## config.mk

```make
export PLATFORM = sky130hd
export DESIGN_NAME = dosm_mux
export DESIGN_NICKNAME = d
export VERILOG_FILES = /design/src/rtl/dosm_pkg.sv /design/src/rtl/dosm_mux.sv
export SDC_FILE = /design/constraint.sdc
export NUM_CORES = 2
export LEC_CHECK = 0
export BUFFER_PORTS_ARGS = -buffer_cell sky130_fd_sc_hd__buf_2
export CAP_MARGIN = 25
export CORE_ASPECT_RATIO = 0.6
export CORE_MARGIN = 5
export CORE_UTILIZATION = 40
export CTS_CLUSTER_DIAMETER = 150
export DETAILED_ROUTE_END_ITERATION = 10
export PLACE_DENSITY = 0.57
export SYNTH_ARGS = -nofsm -noshare
export SYNTH_HDL_FRONTEND = slang
export SYNTH_SLANG_ARGS = --single-unit
```

## constraint.sdc

```tcl
create_clock -name clk_i -period 18.11 [get_ports clk_i]
set_input_delay 4.5275 -clock clk_i [delete_from_list [all_inputs] [get_ports clk_i]]
set_output_delay 4.5275 -clock clk_i [all_outputs]
set_load 0.05 [all_outputs]
```

## src/rtl/dosm_pkg.sv

```systemverilog
// Constants and types shared by the digital output source multiplexer
package dosm_pkg;
  // ----------------------------------------------------------------
  // Sizes
  // ----------------------------------------------------------------
  localparam int NCH = 8;
  localparam int NGATE = 6;
  localparam int NSENT = 4;
  localparam int DLY_W = 8;
  localparam int DLY_DEPTH = 256;
  localparam int ARB_IDX_W = 5;
  localparam int ANG_W = 16;
  // ----------------------------------------------------------------
  // Timing
  // ----------------------------------------------------------------
  localparam int CLK_PERIOD_NS = 10;
  localparam int SAMPLE_NS = 8;
  localparam int SAMPLE_CYC = (SAMPLE_NS + CLK_PERIOD_NS - 1) / CLK_PERIOD_NS;
  // ----------------------------------------------------------------
  // Angles: 120, 240 and 180 degrees of a 16-bit turn
  // ----------------------------------------------------------------
  localparam logic [15:0] ANG_120 = 16'h5555;
  localparam logic [15:0] ANG_240 = 16'hAAAA;
  localparam logic [15:0] ANG_180 = 16'h8000;
  // ----------------------------------------------------------------
  // Register byte offsets
  // ----------------------------------------------------------------
  localparam logic [7:0] OFS_CHSEL = 8'h00;
  localparam logic [7:0] OFS_DIRECT = 8'h04;
  localparam logic [7:0] OFS_ARB = 8'h08;
  localparam logic [7:0] OFS_POS_RISE = 8'h0C;
  localparam logic [7:0] OFS_POS_FALL = 8'h10;
  localparam logic [7:0] OFS_CTRL = 8'h14;
  localparam logic [7:0] OFS_STATUS = 8'h18;
  localparam logic [7:0] OFS_DLY0 = 8'h20;
  // ----------------------------------------------------------------
  // Reset values and fields
  // ----------------------------------------------------------------
  localparam logic [31:0] RST_CHSEL = 32'h0000_0000;
  localparam logic [7:0] RST_DIRECT = 8'h00;
  localparam logic [31:0] RST_ARB = 32'h0000_0000;
  localparam logic [15:0] RST_POS_RISE = 16'h0000;
  localparam logic [15:0] RST_POS_FALL = 16'h8000;
  localparam logic [7:0] RST_DLY = 8'h00;
  localparam int CTRL_REDUCED_BIT = 0;
  // ----------------------------------------------------------------
  // Source codes of a channel selector
  // ----------------------------------------------------------------
  typedef enum logic [3:0] {
    SRC_NONE = 4'h0, SRC_MODEL = 4'h1, SRC_DIRECT = 4'h2, SRC_ARB = 4'h3,
    SRC_POS_A = 4'h4, SRC_POS_B = 4'h5, SRC_POS_C = 4'h6, SRC_SENT = 4'h7,
    SRC_GATE0 = 4'h8, SRC_GATE1 = 4'h9, SRC_GATE2 = 4'hA, SRC_GATE3 = 4'hB,
    SRC_GATE4 = 4'hC, SRC_GATE5 = 4'hD
  } dosm_src_type;
endpackage

```

## src/rtl/dosm_mux.sv

```systemverilog
// Digital output source multiplexer with Wishbone register slave
//
// The implementer's own choices: register access over Wishbone and the register offsets.
`timescale 1ns/1ps
`default_nettype none
// Behaviour
// (RULE1) Each output channel has its own independent source selector.
// (RULE2) Sources: model, direct value, arbitrary pattern, position sensor, SENT, delayed gates.
// (RULE3) Six gate signals are offered as sources, each with its own delay.
// (RULE4) Gate signals are selectable on every channel regardless of other configuration; the code blocks them in the reduced variant.
// (RULE5) Reduced board variant allows only the direct value source.
// (RULE6) Position sensor: three 180 degree pulses shifted by 120, edges configurable.
// (RULE7) SENT output exists only on the first four channels.
// (RULE8) Arbitrary pattern is indexed by motor angle, not by time.
// (RULE9) Direct channel drives the software-written level onto the output.
// (RULE10) Gate inputs are sampled every clock after a two-stage synchroniser.
// (RULE11) Gate inputs 0..5 are U high, U low, V high, V low, W high, W low.
// (RULE12) Switch closed gives output low; switch open gives output high.
// (RULE13) Delayed gate copy is the sampled gate shifted by the set delay.
// (RULE14) After reset or with no source the switch stays open.
module dosm_mux (
  input wire logic clk_i,
  input wire logic rst_i,
  input wire logic cyc_i,
  input wire logic stb_i,
  input wire logic we_i,
  input wire logic [7:0] adr_i,
  input wire logic [3:0] sel_i,
  input wire logic [31:0] dat_i,
  output logic [31:0] dat_o,
  output logic ack_o,
  input wire logic [dosm_pkg::NCH-1:0] model_out_i,
  input wire logic [dosm_pkg::ANG_W-1:0] angle_i,
  input wire logic [dosm_pkg::NSENT-1:0] sent_i,
  input wire logic [dosm_pkg::NGATE-1:0] gate_measure_input_i,
  output logic [dosm_pkg::NCH-1:0] fast_low_side_switch_o
);
  import dosm_pkg::*;

  // ----------------------------------------------------------------
  // Helpers
  // ----------------------------------------------------------------
  // Byte-lane merge of a write into a register
  function automatic logic [31:0] merge(input logic [31:0] old, input logic [31:0] wd, input logic [3:0] be);
    logic [31:0] r;
    r = old;
    for (int b = 0; b < 4; b++) begin
      if (be[b]) begin
        r[b*8 +: 8] = wd[b*8 +: 8];
      end
    end
    return r;
  endfunction

  // Word index match against a byte offset
  function automatic logic hit(input logic [7:0] adr, input logic [7:0] ofs);
    return adr[7:2] == ofs[7:2];
  endfunction

  // ----------------------------------------------------------------
  // Registers
  // ----------------------------------------------------------------
  logic [31:0] chsel;
  logic [7:0] direct;
  logic [31:0] arb;
  logic [15:0] pos_rise;
  logic [15:0] pos_fall;
  logic reduced;
  logic [DLY_W-1:0] dly [NGATE];
  logic wr;
  logic [31:0] next_dat;
  logic [NGATE-1:0] gsync0;
  logic [NGATE-1:0] gsync;
  logic [DLY_DEPTH-1:0] dline [NGATE];
  logic [NGATE-1:0] gate_dly;
  logic pos_a;
  logic pos_b;
  logic pos_c;
  logic arb_bit;
  logic [NCH-1:0] level;

  // Write lands at the edge where the master samples ack high, never a cycle early
  assign wr = cyc_i && stb_i && we_i && ack_o;

  // Single-cycle ack; dropped the cycle after it is given
  always_ff @(posedge clk_i) begin
    if (rst_i) begin
      ack_o <= 1'b0;
    end else begin
      ack_o <= cyc_i && stb_i && !ack_o;
    end
  end

  // Register writes; per channel four select bits
  always_ff @(posedge clk_i) begin
    if (rst_i) begin
      chsel <= RST_CHSEL;
      direct <= RST_DIRECT;
      arb <= RST_ARB;
      pos_rise <= RST_POS_RISE;
      pos_fall <= RST_POS_FALL;
      reduced <= 1'b0;
    end else if (wr) begin
      if (hit(adr_i, OFS_CHSEL)) chsel <= merge(chsel, dat_i, sel_i); // see (RULE1)
      if (hit(adr_i, OFS_DIRECT) && sel_i[0]) direct <= dat_i[7:0];
      if (hit(adr_i, OFS_ARB)) arb <= merge(arb, dat_i, sel_i);
      if (hit(adr_i, OFS_POS_RISE) && sel_i[0]) pos_rise[7:0] <= dat_i[7:0]; // see (RULE6)
      if (hit(adr_i, OFS_POS_RISE) && sel_i[1]) pos_rise[15:8] <= dat_i[15:8];
      if (hit(adr_i, OFS_POS_FALL) && sel_i[0]) pos_fall[7:0] <= dat_i[7:0]; // see (RULE6)
      if (hit(adr_i, OFS_POS_FALL) && sel_i[1]) pos_fall[15:8] <= dat_i[15:8];
      if (hit(adr_i, OFS_CTRL) && sel_i[0]) reduced <= dat_i[CTRL_REDUCED_BIT];
    end
  end

  // Delay registers, one per gate input
  generate
    for (genvar g = 0; g < NGATE; g++) begin : g_dlyreg
      always_ff @(posedge clk_i) begin
        if (rst_i) begin
          dly[g] <= RST_DLY;
        end else if (wr && hit(adr_i, OFS_DLY0 + 8'(4 * g)) && sel_i[0]) begin
          dly[g] <= dat_i[DLY_W-1:0]; // see (RULE3)
        end
      end
    end
  endgenerate

  // Read mux; unmapped addresses read zero but still ack
  always_comb begin
    next_dat = 32'h0000_0000;
    if (hit(adr_i, OFS_CHSEL)) next_dat = chsel;
    if (hit(adr_i, OFS_DIRECT)) next_dat = {24'h00_0000, direct};
    if (hit(adr_i, OFS_ARB)) next_dat = arb;
    if (hit(adr_i, OFS_POS_RISE)) next_dat = {16'h0000, pos_rise};
    if (hit(adr_i, OFS_POS_FALL)) next_dat = {16'h0000, pos_fall};
    if (hit(adr_i, OFS_CTRL)) next_dat = {31'h0000_0000, reduced};
    if (hit(adr_i, OFS_STATUS)) next_dat = {16'h0000, 2'b00, gsync, fast_low_side_switch_o};
    for (int g = 0; g < NGATE; g++) begin
      if (hit(adr_i, OFS_DLY0 + 8'(4 * g))) next_dat = {24'h00_0000, dly[g]};
    end
  end

  // Read data captured with the ack
  always_ff @(posedge clk_i) begin
    if (rst_i) begin
      dat_o <= 32'h0000_0000;
    end else if (cyc_i && stb_i && !ack_o) begin
      dat_o <= next_dat;
    end
  end

  // ----------------------------------------------------------------
  // Gate inputs
  // ----------------------------------------------------------------
  // Pins are asynchronous; two flops before any use, bit order U/V/W high then low
  always_ff @(posedge clk_i) begin
    if (rst_i) begin
      gsync0 <= '0;
      gsync <= '0;
    end else begin
      gsync0 <= gate_measure_input_i; // see (RULE10) (RULE11)
      gsync <= gsync0;
    end
  end

  // Shift lines keep edge order; delay counts whole clock steps
  generate
    for (genvar g = 0; g < NGATE; g++) begin : g_dline
      always_ff @(posedge clk_i) begin
        if (rst_i) begin
          dline[g] <= '0;
        end else begin
          dline[g] <= {dline[g][DLY_DEPTH-2:0], gsync[g]}; // see (RULE13)
        end
      end
      assign gate_dly[g] = (dly[g] == '0) ? gsync[g] : dline[g][dly[g] - 8'd1]; // see (RULE13)
    end
  endgenerate

  // ----------------------------------------------------------------
  // Angle based sources
  // ----------------------------------------------------------------
  // Phase window test on the wrapped angle; wrap makes 360 degrees seamless
  function automatic logic in_win(input logic [15:0] ang, input logic [15:0] rise, input logic [15:0] fall);
    logic [15:0] pos;
    logic [15:0] len;
    pos = ang - rise;
    len = fall - rise;
    return pos < len;
  endfunction

  assign pos_a = in_win(angle_i, pos_rise, pos_fall); // see (RULE6)
  assign pos_b = in_win(angle_i - ANG_120, pos_rise, pos_fall); // see (RULE6)
  assign pos_c = in_win(angle_i - ANG_240, pos_rise, pos_fall); // see (RULE6)
  assign arb_bit = arb[angle_i[ANG_W-1 -: ARB_IDX_W]]; // see (RULE8)

  // ----------------------------------------------------------------
  // Per-channel selection
  // ----------------------------------------------------------------
  // Level high means switch open; unknown codes fall back to open
  always_comb begin
    for (int c = 0; c < NCH; c++) begin
      level[c] = 1'b1;
      case (dosm_src_type'(chsel[c*4 +: 4])) // see (RULE1) (RULE2)
        SRC_NONE: level[c] = 1'b1; // see (RULE14)
        SRC_MODEL: level[c] = model_out_i[c];
        SRC_DIRECT: level[c] = direct[c]; // see (RULE9)
        SRC_ARB: level[c] = arb_bit;
        SRC_POS_A: level[c] = pos_a;
        SRC_POS_B: level[c] = pos_b;
        SRC_POS_C: level[c] = pos_c;
        SRC_SENT: level[c] = (c < NSENT) ? sent_i[c % NSENT] : 1'b1; // see (RULE7)
        SRC_GATE0: level[c] = gate_dly[0]; // see (RULE4)
        SRC_GATE1: level[c] = gate_dly[1];
        SRC_GATE2: level[c] = gate_dly[2];
        SRC_GATE3: level[c] = gate_dly[3];
        SRC_GATE4: level[c] = gate_dly[4];
        SRC_GATE5: level[c] = gate_dly[5];
        default: level[c] = 1'b1;
      endcase
      if (reduced && chsel[c*4 +: 4] != SRC_DIRECT) begin
        level[c] = 1'b1; // see (RULE5)
      end
    end
  end

  // Switch closed pulls the output low
  always_ff @(posedge clk_i) begin
    if (rst_i) begin
      fast_low_side_switch_o <= '0; // see (RULE14)
    end else begin
      fast_low_side_switch_o <= ~level; // see (RULE12)
    end
  end

  // ----------------------------------------------------------------
  // Checks
  // ----------------------------------------------------------------
  // Reset leaves every switch open
  rst_open_a: assert property (@(posedge clk_i) rst_i |=> fast_low_side_switch_o == '0) // see (RULE14)
    else $error("switch not open after reset");

  // A channel with no source never pulls its output low
  none_open_a: assert property (@(posedge clk_i) disable iff (rst_i)
    chsel[3:0] == SRC_NONE |=> !fast_low_side_switch_o[0]) // see (RULE14)
    else $error("unselected channel switch closed");

  // Direct level reaches the switch one cycle later, inverted
  direct_drive_a: assert property (@(posedge clk_i) disable iff (rst_i)
    chsel[7:4] == SRC_DIRECT |=> fast_low_side_switch_o[1] == !$past(direct[1])) // see (RULE9)
    else $error("direct level not driven");

  // A direct write holds the low byte that the master carried
  direct_write_a: assert property (@(posedge clk_i) disable iff (rst_i)
    wr && hit(adr_i, OFS_DIRECT) && sel_i[0] |=> direct == $past(dat_i[7:0])) // see (RULE9)
    else $error("direct write lost");

  // Reduced variant blocks every source but the direct value
  reduced_only_a: assert property (@(posedge clk_i) disable iff (rst_i)
    reduced && chsel[3:0] != SRC_DIRECT |=> !fast_low_side_switch_o[0]) // see (RULE5)
    else $error("reduced variant passed other source");

  // Channels above the fourth have no SENT generator
  sent_limit_a: assert property (@(posedge clk_i) disable iff (rst_i)
    chsel[19:16] == SRC_SENT |=> !fast_low_side_switch_o[4]) // see (RULE7)
    else $error("SENT on channel four");

  // Lower channels pass their SENT level through
  sent_pass_a: assert property (@(posedge clk_i) disable iff (rst_i)
    chsel[15:12] == SRC_SENT && !reduced |=> fast_low_side_switch_o[3] == !$past(sent_i[3])) // see (RULE7)
    else $error("SENT level not passed");

  // Model level passes through when the variant allows it
  model_pass_a: assert property (@(posedge clk_i) disable iff (rst_i)
    chsel[23:20] == SRC_MODEL && !reduced |=> fast_low_side_switch_o[5] == !$past(model_out_i[5])) // see (RULE2)
    else $error("model level not passed");

  // Pattern bit follows the top angle bits
  arb_angle_a: assert property (@(posedge clk_i) disable iff (rst_i)
    chsel[15:12] == SRC_ARB && !reduced |=> fast_low_side_switch_o[3] == !$past(arb[angle_i[15:11]])) // see (RULE8)
    else $error("pattern not indexed by angle");

  // Half-turn pulses shifted by a third never agree on all three phases
  pos_spread_a: assert property (@(posedge clk_i) disable iff (rst_i)
    pos_fall - pos_rise == ANG_180 |-> !(pos_a == pos_b && pos_b == pos_c)) // see (RULE6)
    else $error("sensor phases not spread");

  // Undelayed gate copy is the synchronised pin one cycle later
  gate_path_a: assert property (@(posedge clk_i) disable iff (rst_i)
    chsel[31:28] == SRC_GATE5 && !reduced && dly[5] == '0 ##1 chsel[31:28] == SRC_GATE5
    |-> fast_low_side_switch_o[7] == !$past(gsync[5])) // see (RULE4) (RULE13)
    else $error("gate copy wrong");

  // A delay of seven adds exactly seven steps to the gate path
  gate_delay_a: assert property (@(posedge clk_i) disable iff (rst_i)
    chsel[3:0] == SRC_GATE0 && !reduced && dly[0] == 8'd7
    |=> fast_low_side_switch_o[0] == !$past(gsync[0], 8)) // see (RULE3) (RULE13)
    else $error("gate delay wrong");

  // Ack is a single-cycle pulse
  ack_pulse_a: assert property (@(posedge clk_i) disable iff (rst_i) ack_o |=> !ack_o)
    else $error("ack held two cycles");
endmodule // dosm_mux
`default_nettype wire

```

# After elaboration in Yosys (flattened, before gate mapping)
# Memory sizes are Yosys's and may differ from the RTL's.
# Index checks and enable logic that the tools add are counted.
# totals
input_bits	83
regBits	158
mem_count	2
ramBits	1584
# classes
n_bitwise	13
addsub	12
magnitude_cmp	10
n_mux	82
eq_ne	120
reduce_logical	52
# mem_list
name	words	word_bits	rd	rd_ports_with_merged_regs	wr	line_no	text
dline	6	256	6	0	6	dosm_mux.sv:74	logic [DLY_DEPTH-1:0] dline [NGATE];
dly	6	8	6	0	6	dosm_mux.sv:69	logic [DLY_W-1:0] dly [NGATE];
# op_table
cell	n
$mux W256	6
$mux W32	13
$eq A4 B4 Y1 const B	48
$eq A4 B3 Y1 const B	28
$eq A4 B2 Y1 const B	16
$sub A16 B16 Y16	4
$lt A8 B9 Y1 const B	6
$pmux W1 S13	4
$bmux W1 S8	6
$logic_not A8 Y1	6
$lt A16 B16 Y1	3
$mux W8	6
$pmux W1 S12	4
$sub A8 B1 Y8 const B	6
$mux W1	42
$eq A6 B4 Y1 const B	6
$eq A4 B1 Y1 const B	8
$ne A4 B2 Y1 const B	8
$logic_and A1 B1 Y1	30
$reduce_and A3 Y1	8
$eq A6 B3 Y1 const B	3
$sub A16 B15 Y16 const B	1
$sub A16 B16 Y16 const B	1
$eq A6 B2 Y1 const B	2
8 further kinds	24

# Depth between registers and ports, before layout
# depth
word_depth	14
mapped_depth	26
mapped_depth_nobuf	25

# Worst setup path after synthesis
# No wires, ideal clock.
# synth_path
path_kind	input-to-reg
startpoint	input angle_i[3] (netlist bit)
endpoint	register fast_low_side_switch_o[7] (netlist bit)
slack_ns	9.151
t_required_ns	18.019
arrival_ns	8.868
path_stages	25
n_path_buf	2
cell_sequence	inv_1 -> ha_1 -> clkbuf_1 -> inv_1 -> ha_1 -> clkbuf_1 -> o21bai_1 -> a221oi_1 -> o21ai_0 -> a21oi_1 -> o21ai_0 -> a21oi_1 -> o21ai_0 -> a21oi_1 -> xor2_1 -> ha_1 -> and3_1 -> nand3_1 -> a311oi_1 -> o21ai_0 -> and2_0 -> o31ai_1 -> a21oi_1 -> or4_1 -> a311oi_1
# synth_via
elab_chain_cells	6
elab_cells_between_ends	11
classes_between	add/sub: 5; order compare: 3; mux: 2; bitwise: 1
# synth_lines
element	line_no	text
start, declared	dosm_mux.sv:33	input wire logic [dosm_pkg::ANG_W-1:0] angle_i,
$sub A16 B16 Y16 / $sub A16 B15 Y16 (equally long branches)	dosm_mux.sv:194, dosm_mux.sv:193	
$sub A16 B16 Y16	dosm_mux.sv:187	pos = ang - rise;
$lt A16 B16 Y1	dosm_mux.sv:189	return pos < len;
$pmux W1 S12 *	dosm_mux.sv:204	case (dosm_src_type'(chsel[c*4 +: 4]))
$mux W1 *	dosm_mux.sv:221	if (reduced && chsel[c*4 +: 4] != SRC_DIRECT) begin
$not A8 Y8 *	dosm_mux.sv:232	fast_low_side_switch_o <= ~level;
end signal, assigned	dosm_mux.sv:232	
end, declared	dosm_mux.sv:36	output logic [dosm_pkg::NCH-1:0] fast_low_side_switch_o
# Every way passes the cells marked *; elsewhere a longest branch is shown, timed or not.
# A chain may end at the register's enable or synchronous reset.

# Worst setup path in the final report
# layout_path
startpoint	input angle_i[3] (netlist bit)
endpoint	register fast_low_side_switch_o[5] (netlist bit)
# The elaborated chain is that of the path after synthesis.

==> impl_metrics.toml <==
[critical_path]
crit_end = "fast_low_side_switch_o[5]"
slowest_stage = "a221oi_1"
max_stage_delay_ns = 0.58
cp.arrival_ns = 10.12
ff2ff_setup_slack_ns = 12.19
setup.worst_path.start = "angle_i[3]"
crit_path_start_kind = "input port"
cp_top_family = "compound AO/OA/AOI/OAI gates"
r2r_start = "pos_rise[1]"
path_depth = 26
reg2reg_depth = 18
required_ns = 18.80
critPathMaxFanout = 8
worstSetupPathType = "in2reg"
crit_path_end_kind = "flop"
path_buf_inv = 4
reg2reg_to = "fast_low_side_switch_o[3]"

[synthesis]
syn-cell-area_um2 = 69100
netlist_top_cells_count = "1694 x dfxtp_1, 1572 x nor2b_1, 435 x mux4_2"
synth_fp_nets = 6261
synth_compound_area_frac = 0.0550
synth-simple-area-share = 0.198
synth.area.top_cells = "dfxtp_1 49%, nor2b_1 14%, mux4_2 14%, mux2i_1 2.4%, ha_1 2.3%"
synth-seq-cells = 1742
yosys.cell_types.count = 90
syn_inst = 6039
synthFlopType = "dfxtp_1"
yosys.area_share.adder = 0.0271
synth-edff-count = 48
avgSynthCellArea_um2 = 11.4
synth_most_common_cell = "dfxtp_1"
yosysTopAreaCell = "dfxtp_1"
ys_async_sr_fraction = 0
synth-xor-area-share = 0.0112
yosysWarnings = 0
synth_top_area_share = 0.491
synth_mux_area_frac = 0.168
synth_top_family_by_area = "simple AND/OR/NAND/NOR gates"
ys_seq_area_frac = 0.512

[power]
power_uw = 7770
swShare = 0.227
power_density_nw_per_um2 = 101
vdd.ir_drop.worst_v = 0.0000634
combPwrFrac = 0.049
power.leakage_uw = 0.0290
clkPwrFrac = 0.453
switchingPower_uw = 1770
p_int_uw = 6000
pwr-share-seq = 0.498

[final_layout]
fill_cells = 15777
multi_input_area_um2 = 31900
drive_gt1_frac = 0.150
layout.cells.non_filler = 8413
nNetsFinal = 6227
syn2layout_area_growth_pct = 11.8
regArea_um2 = 35400

[run]
maxCapViolCount = 0

[placed_design]
dpl.hpwl_um = 106000
port-buffer-count = 121
dpl.cell_count = 8109
place_congestion = 0.839
place_ws_ns = 7.73

[drt]
drt_iter0_drc = 3360
num_vias = 43236
vias_per_cell = 5.14
drc = 0
wl_per_cell_um = 19.3
drtAntennaViolNets = 0
first_pass_iters = 6
routed_wl_um = 162000

[clock_tree]
cts_buffers = 169
htreeDepth = 4
ctsResizeCount = 0
cts_hold_buf = 0
cts.sinks = 1742
clk_pin_slew_ns = 0.06
postCtsSetupBuffers = 0
cts_tree = "done"
root_buffer = "clkbuf_16"
clk_latency_ns = 0.82
cts_buffer_depth = 4

[floorplan]
die_w_um = 547
rows = 118
die-area_um2 = 181000
io_pins = 124
start_util = 0.401
core_um2 = 172000
dieHeight_um = 332

[sta]
min_period_over_period = 0.520
post-route-min-period_ns = 9.42
worst_slack_ns = 8.69
tightest_slew_ns = 1.18
rsz0062_at_grt = "false"
fmax_mhz = 106
maxSlewHeadroom = 0.212
hold_viol = 0
finalSetupViolCount = 0
fin_skew_ns = 0.0408
setup_tns_ns = 0
slew_violations = 0

[global_routing]
grt_usage = 0.176
grt_max_degree = 250
antenna_found_initial = 39
grt_pass1_vias = 42206
overflow = 0
grt_pass1_wl_um = 254000

[status]
status = "completed"

[min_path]
hp-class = "reg2reg"
whs_path_depth = 1
==> worst reg2reg max path: cells and delay by family (launching register included) <==
kind	cells	cell delay, ns
and+or+nand+nor	4	0.69
adders and majority gates	4	1.42
buffers and inverters	1	0.15
AOI/OAI and AO/OA	8	2.78
xor gates and xnor gates	1	0.31
DFF	1	0.47
==> per-layer routing <==
metal	vias up	GRT usage	routed length, um
met5	-	0	27
met4	4	0.0387	3380
met3	243	0.0388	10600
met2	985	0.246	65200
met1	21201	0.274	82900
li1	20803	-	-
==> cell usage in the layout, fill, tap and decap left out, drive strengths merged, types with 20 or more instances in the layout <==
cell type     n
nor2        179
nand2       298
o22ai        22
ha          125
clkinv       27
nor4         25
nor3         49
buf         184
o21ai        77
nand3        74
a21oi       173
xor2         34
inv         114
a211oi       23
edfxtp       48
mux2i       167
and2         62
xnor2        53
nand2b       20
nor2b      1572
clkbuf      246
mux4        437
dfxtp      1694
a21o         22
a22oi        61
==> how the worst min path moves through the flow <==
stage / startpoint / to / slack (ns)
after detailed placement: gsync0[4] / gsync[4] / 0.43
after floorplan: gsync0[0] / gsync[0] / 0.41
after global routing: dline[2][6] / dline[2][7] / 0.44
after CTS: dline[2][6] / dline[2][7] / 0.42
final: dline[2][6] / dline[2][7] / 0.42
after global placement: gsync0[4] / gsync[4] / 0.42
==> logic make-up (layout without fill, tap and decap cells) <==
family	Yosys count	after routing
AOI/OAI and AO/OA	570	570
xor gates and xnor gates	87	87
adders and majority gates	142	142
buffers and inverters	501	584
DFF	1742	1742
muxes	612	612
other	0	11
and+or+nand+nor	2385	2385
==> through the flow <==
stage	utilization	hold slack (ns)	area, um^2
final	0.449	0.424	77200
after global routing	0.448	0.442	77200
after floorplan	-	0.414	69100
after global placement	0.416	0.422	71600
after detailed placement	0.416	0.433	71600
after CTS	0.448	0.424	77100
==> power groups by stage <==
stage               Combinational (uW)  Sequential (uW)  Clock, uW
floorplan                          260             3950          0
global placement                   374             3950          0
detailed placement                 377             3950          0
CTS                                378             3870       3620
global route                       414             3860       3790
finish                             379             3870       3520
==> cell type report <==
type,count,area share
flip-flops and latches,1742,0.458
multi-input cells,3796,0.413
clock buffers,246,0.0641
well taps,2280,0.0369
repair buffers,184,0.0157
clock inverters,42,0.00685
inverters,112,0.00544
diodes,11,0.000356
==> flip-flops by register name (all words and copies together) (netlist names) <==
register                cells
dline                    1536
pos_fall                   16
direct                      8
reduced                     1
chsel                      32
arb                        32
gsync0                      6
ack_o                       1
gsync                       6
fast_low_side_switch_o      8
pos_rise                   16
dat_o                      32
dly                        48
Note: power is estimated with default switching activity, not from simulation.
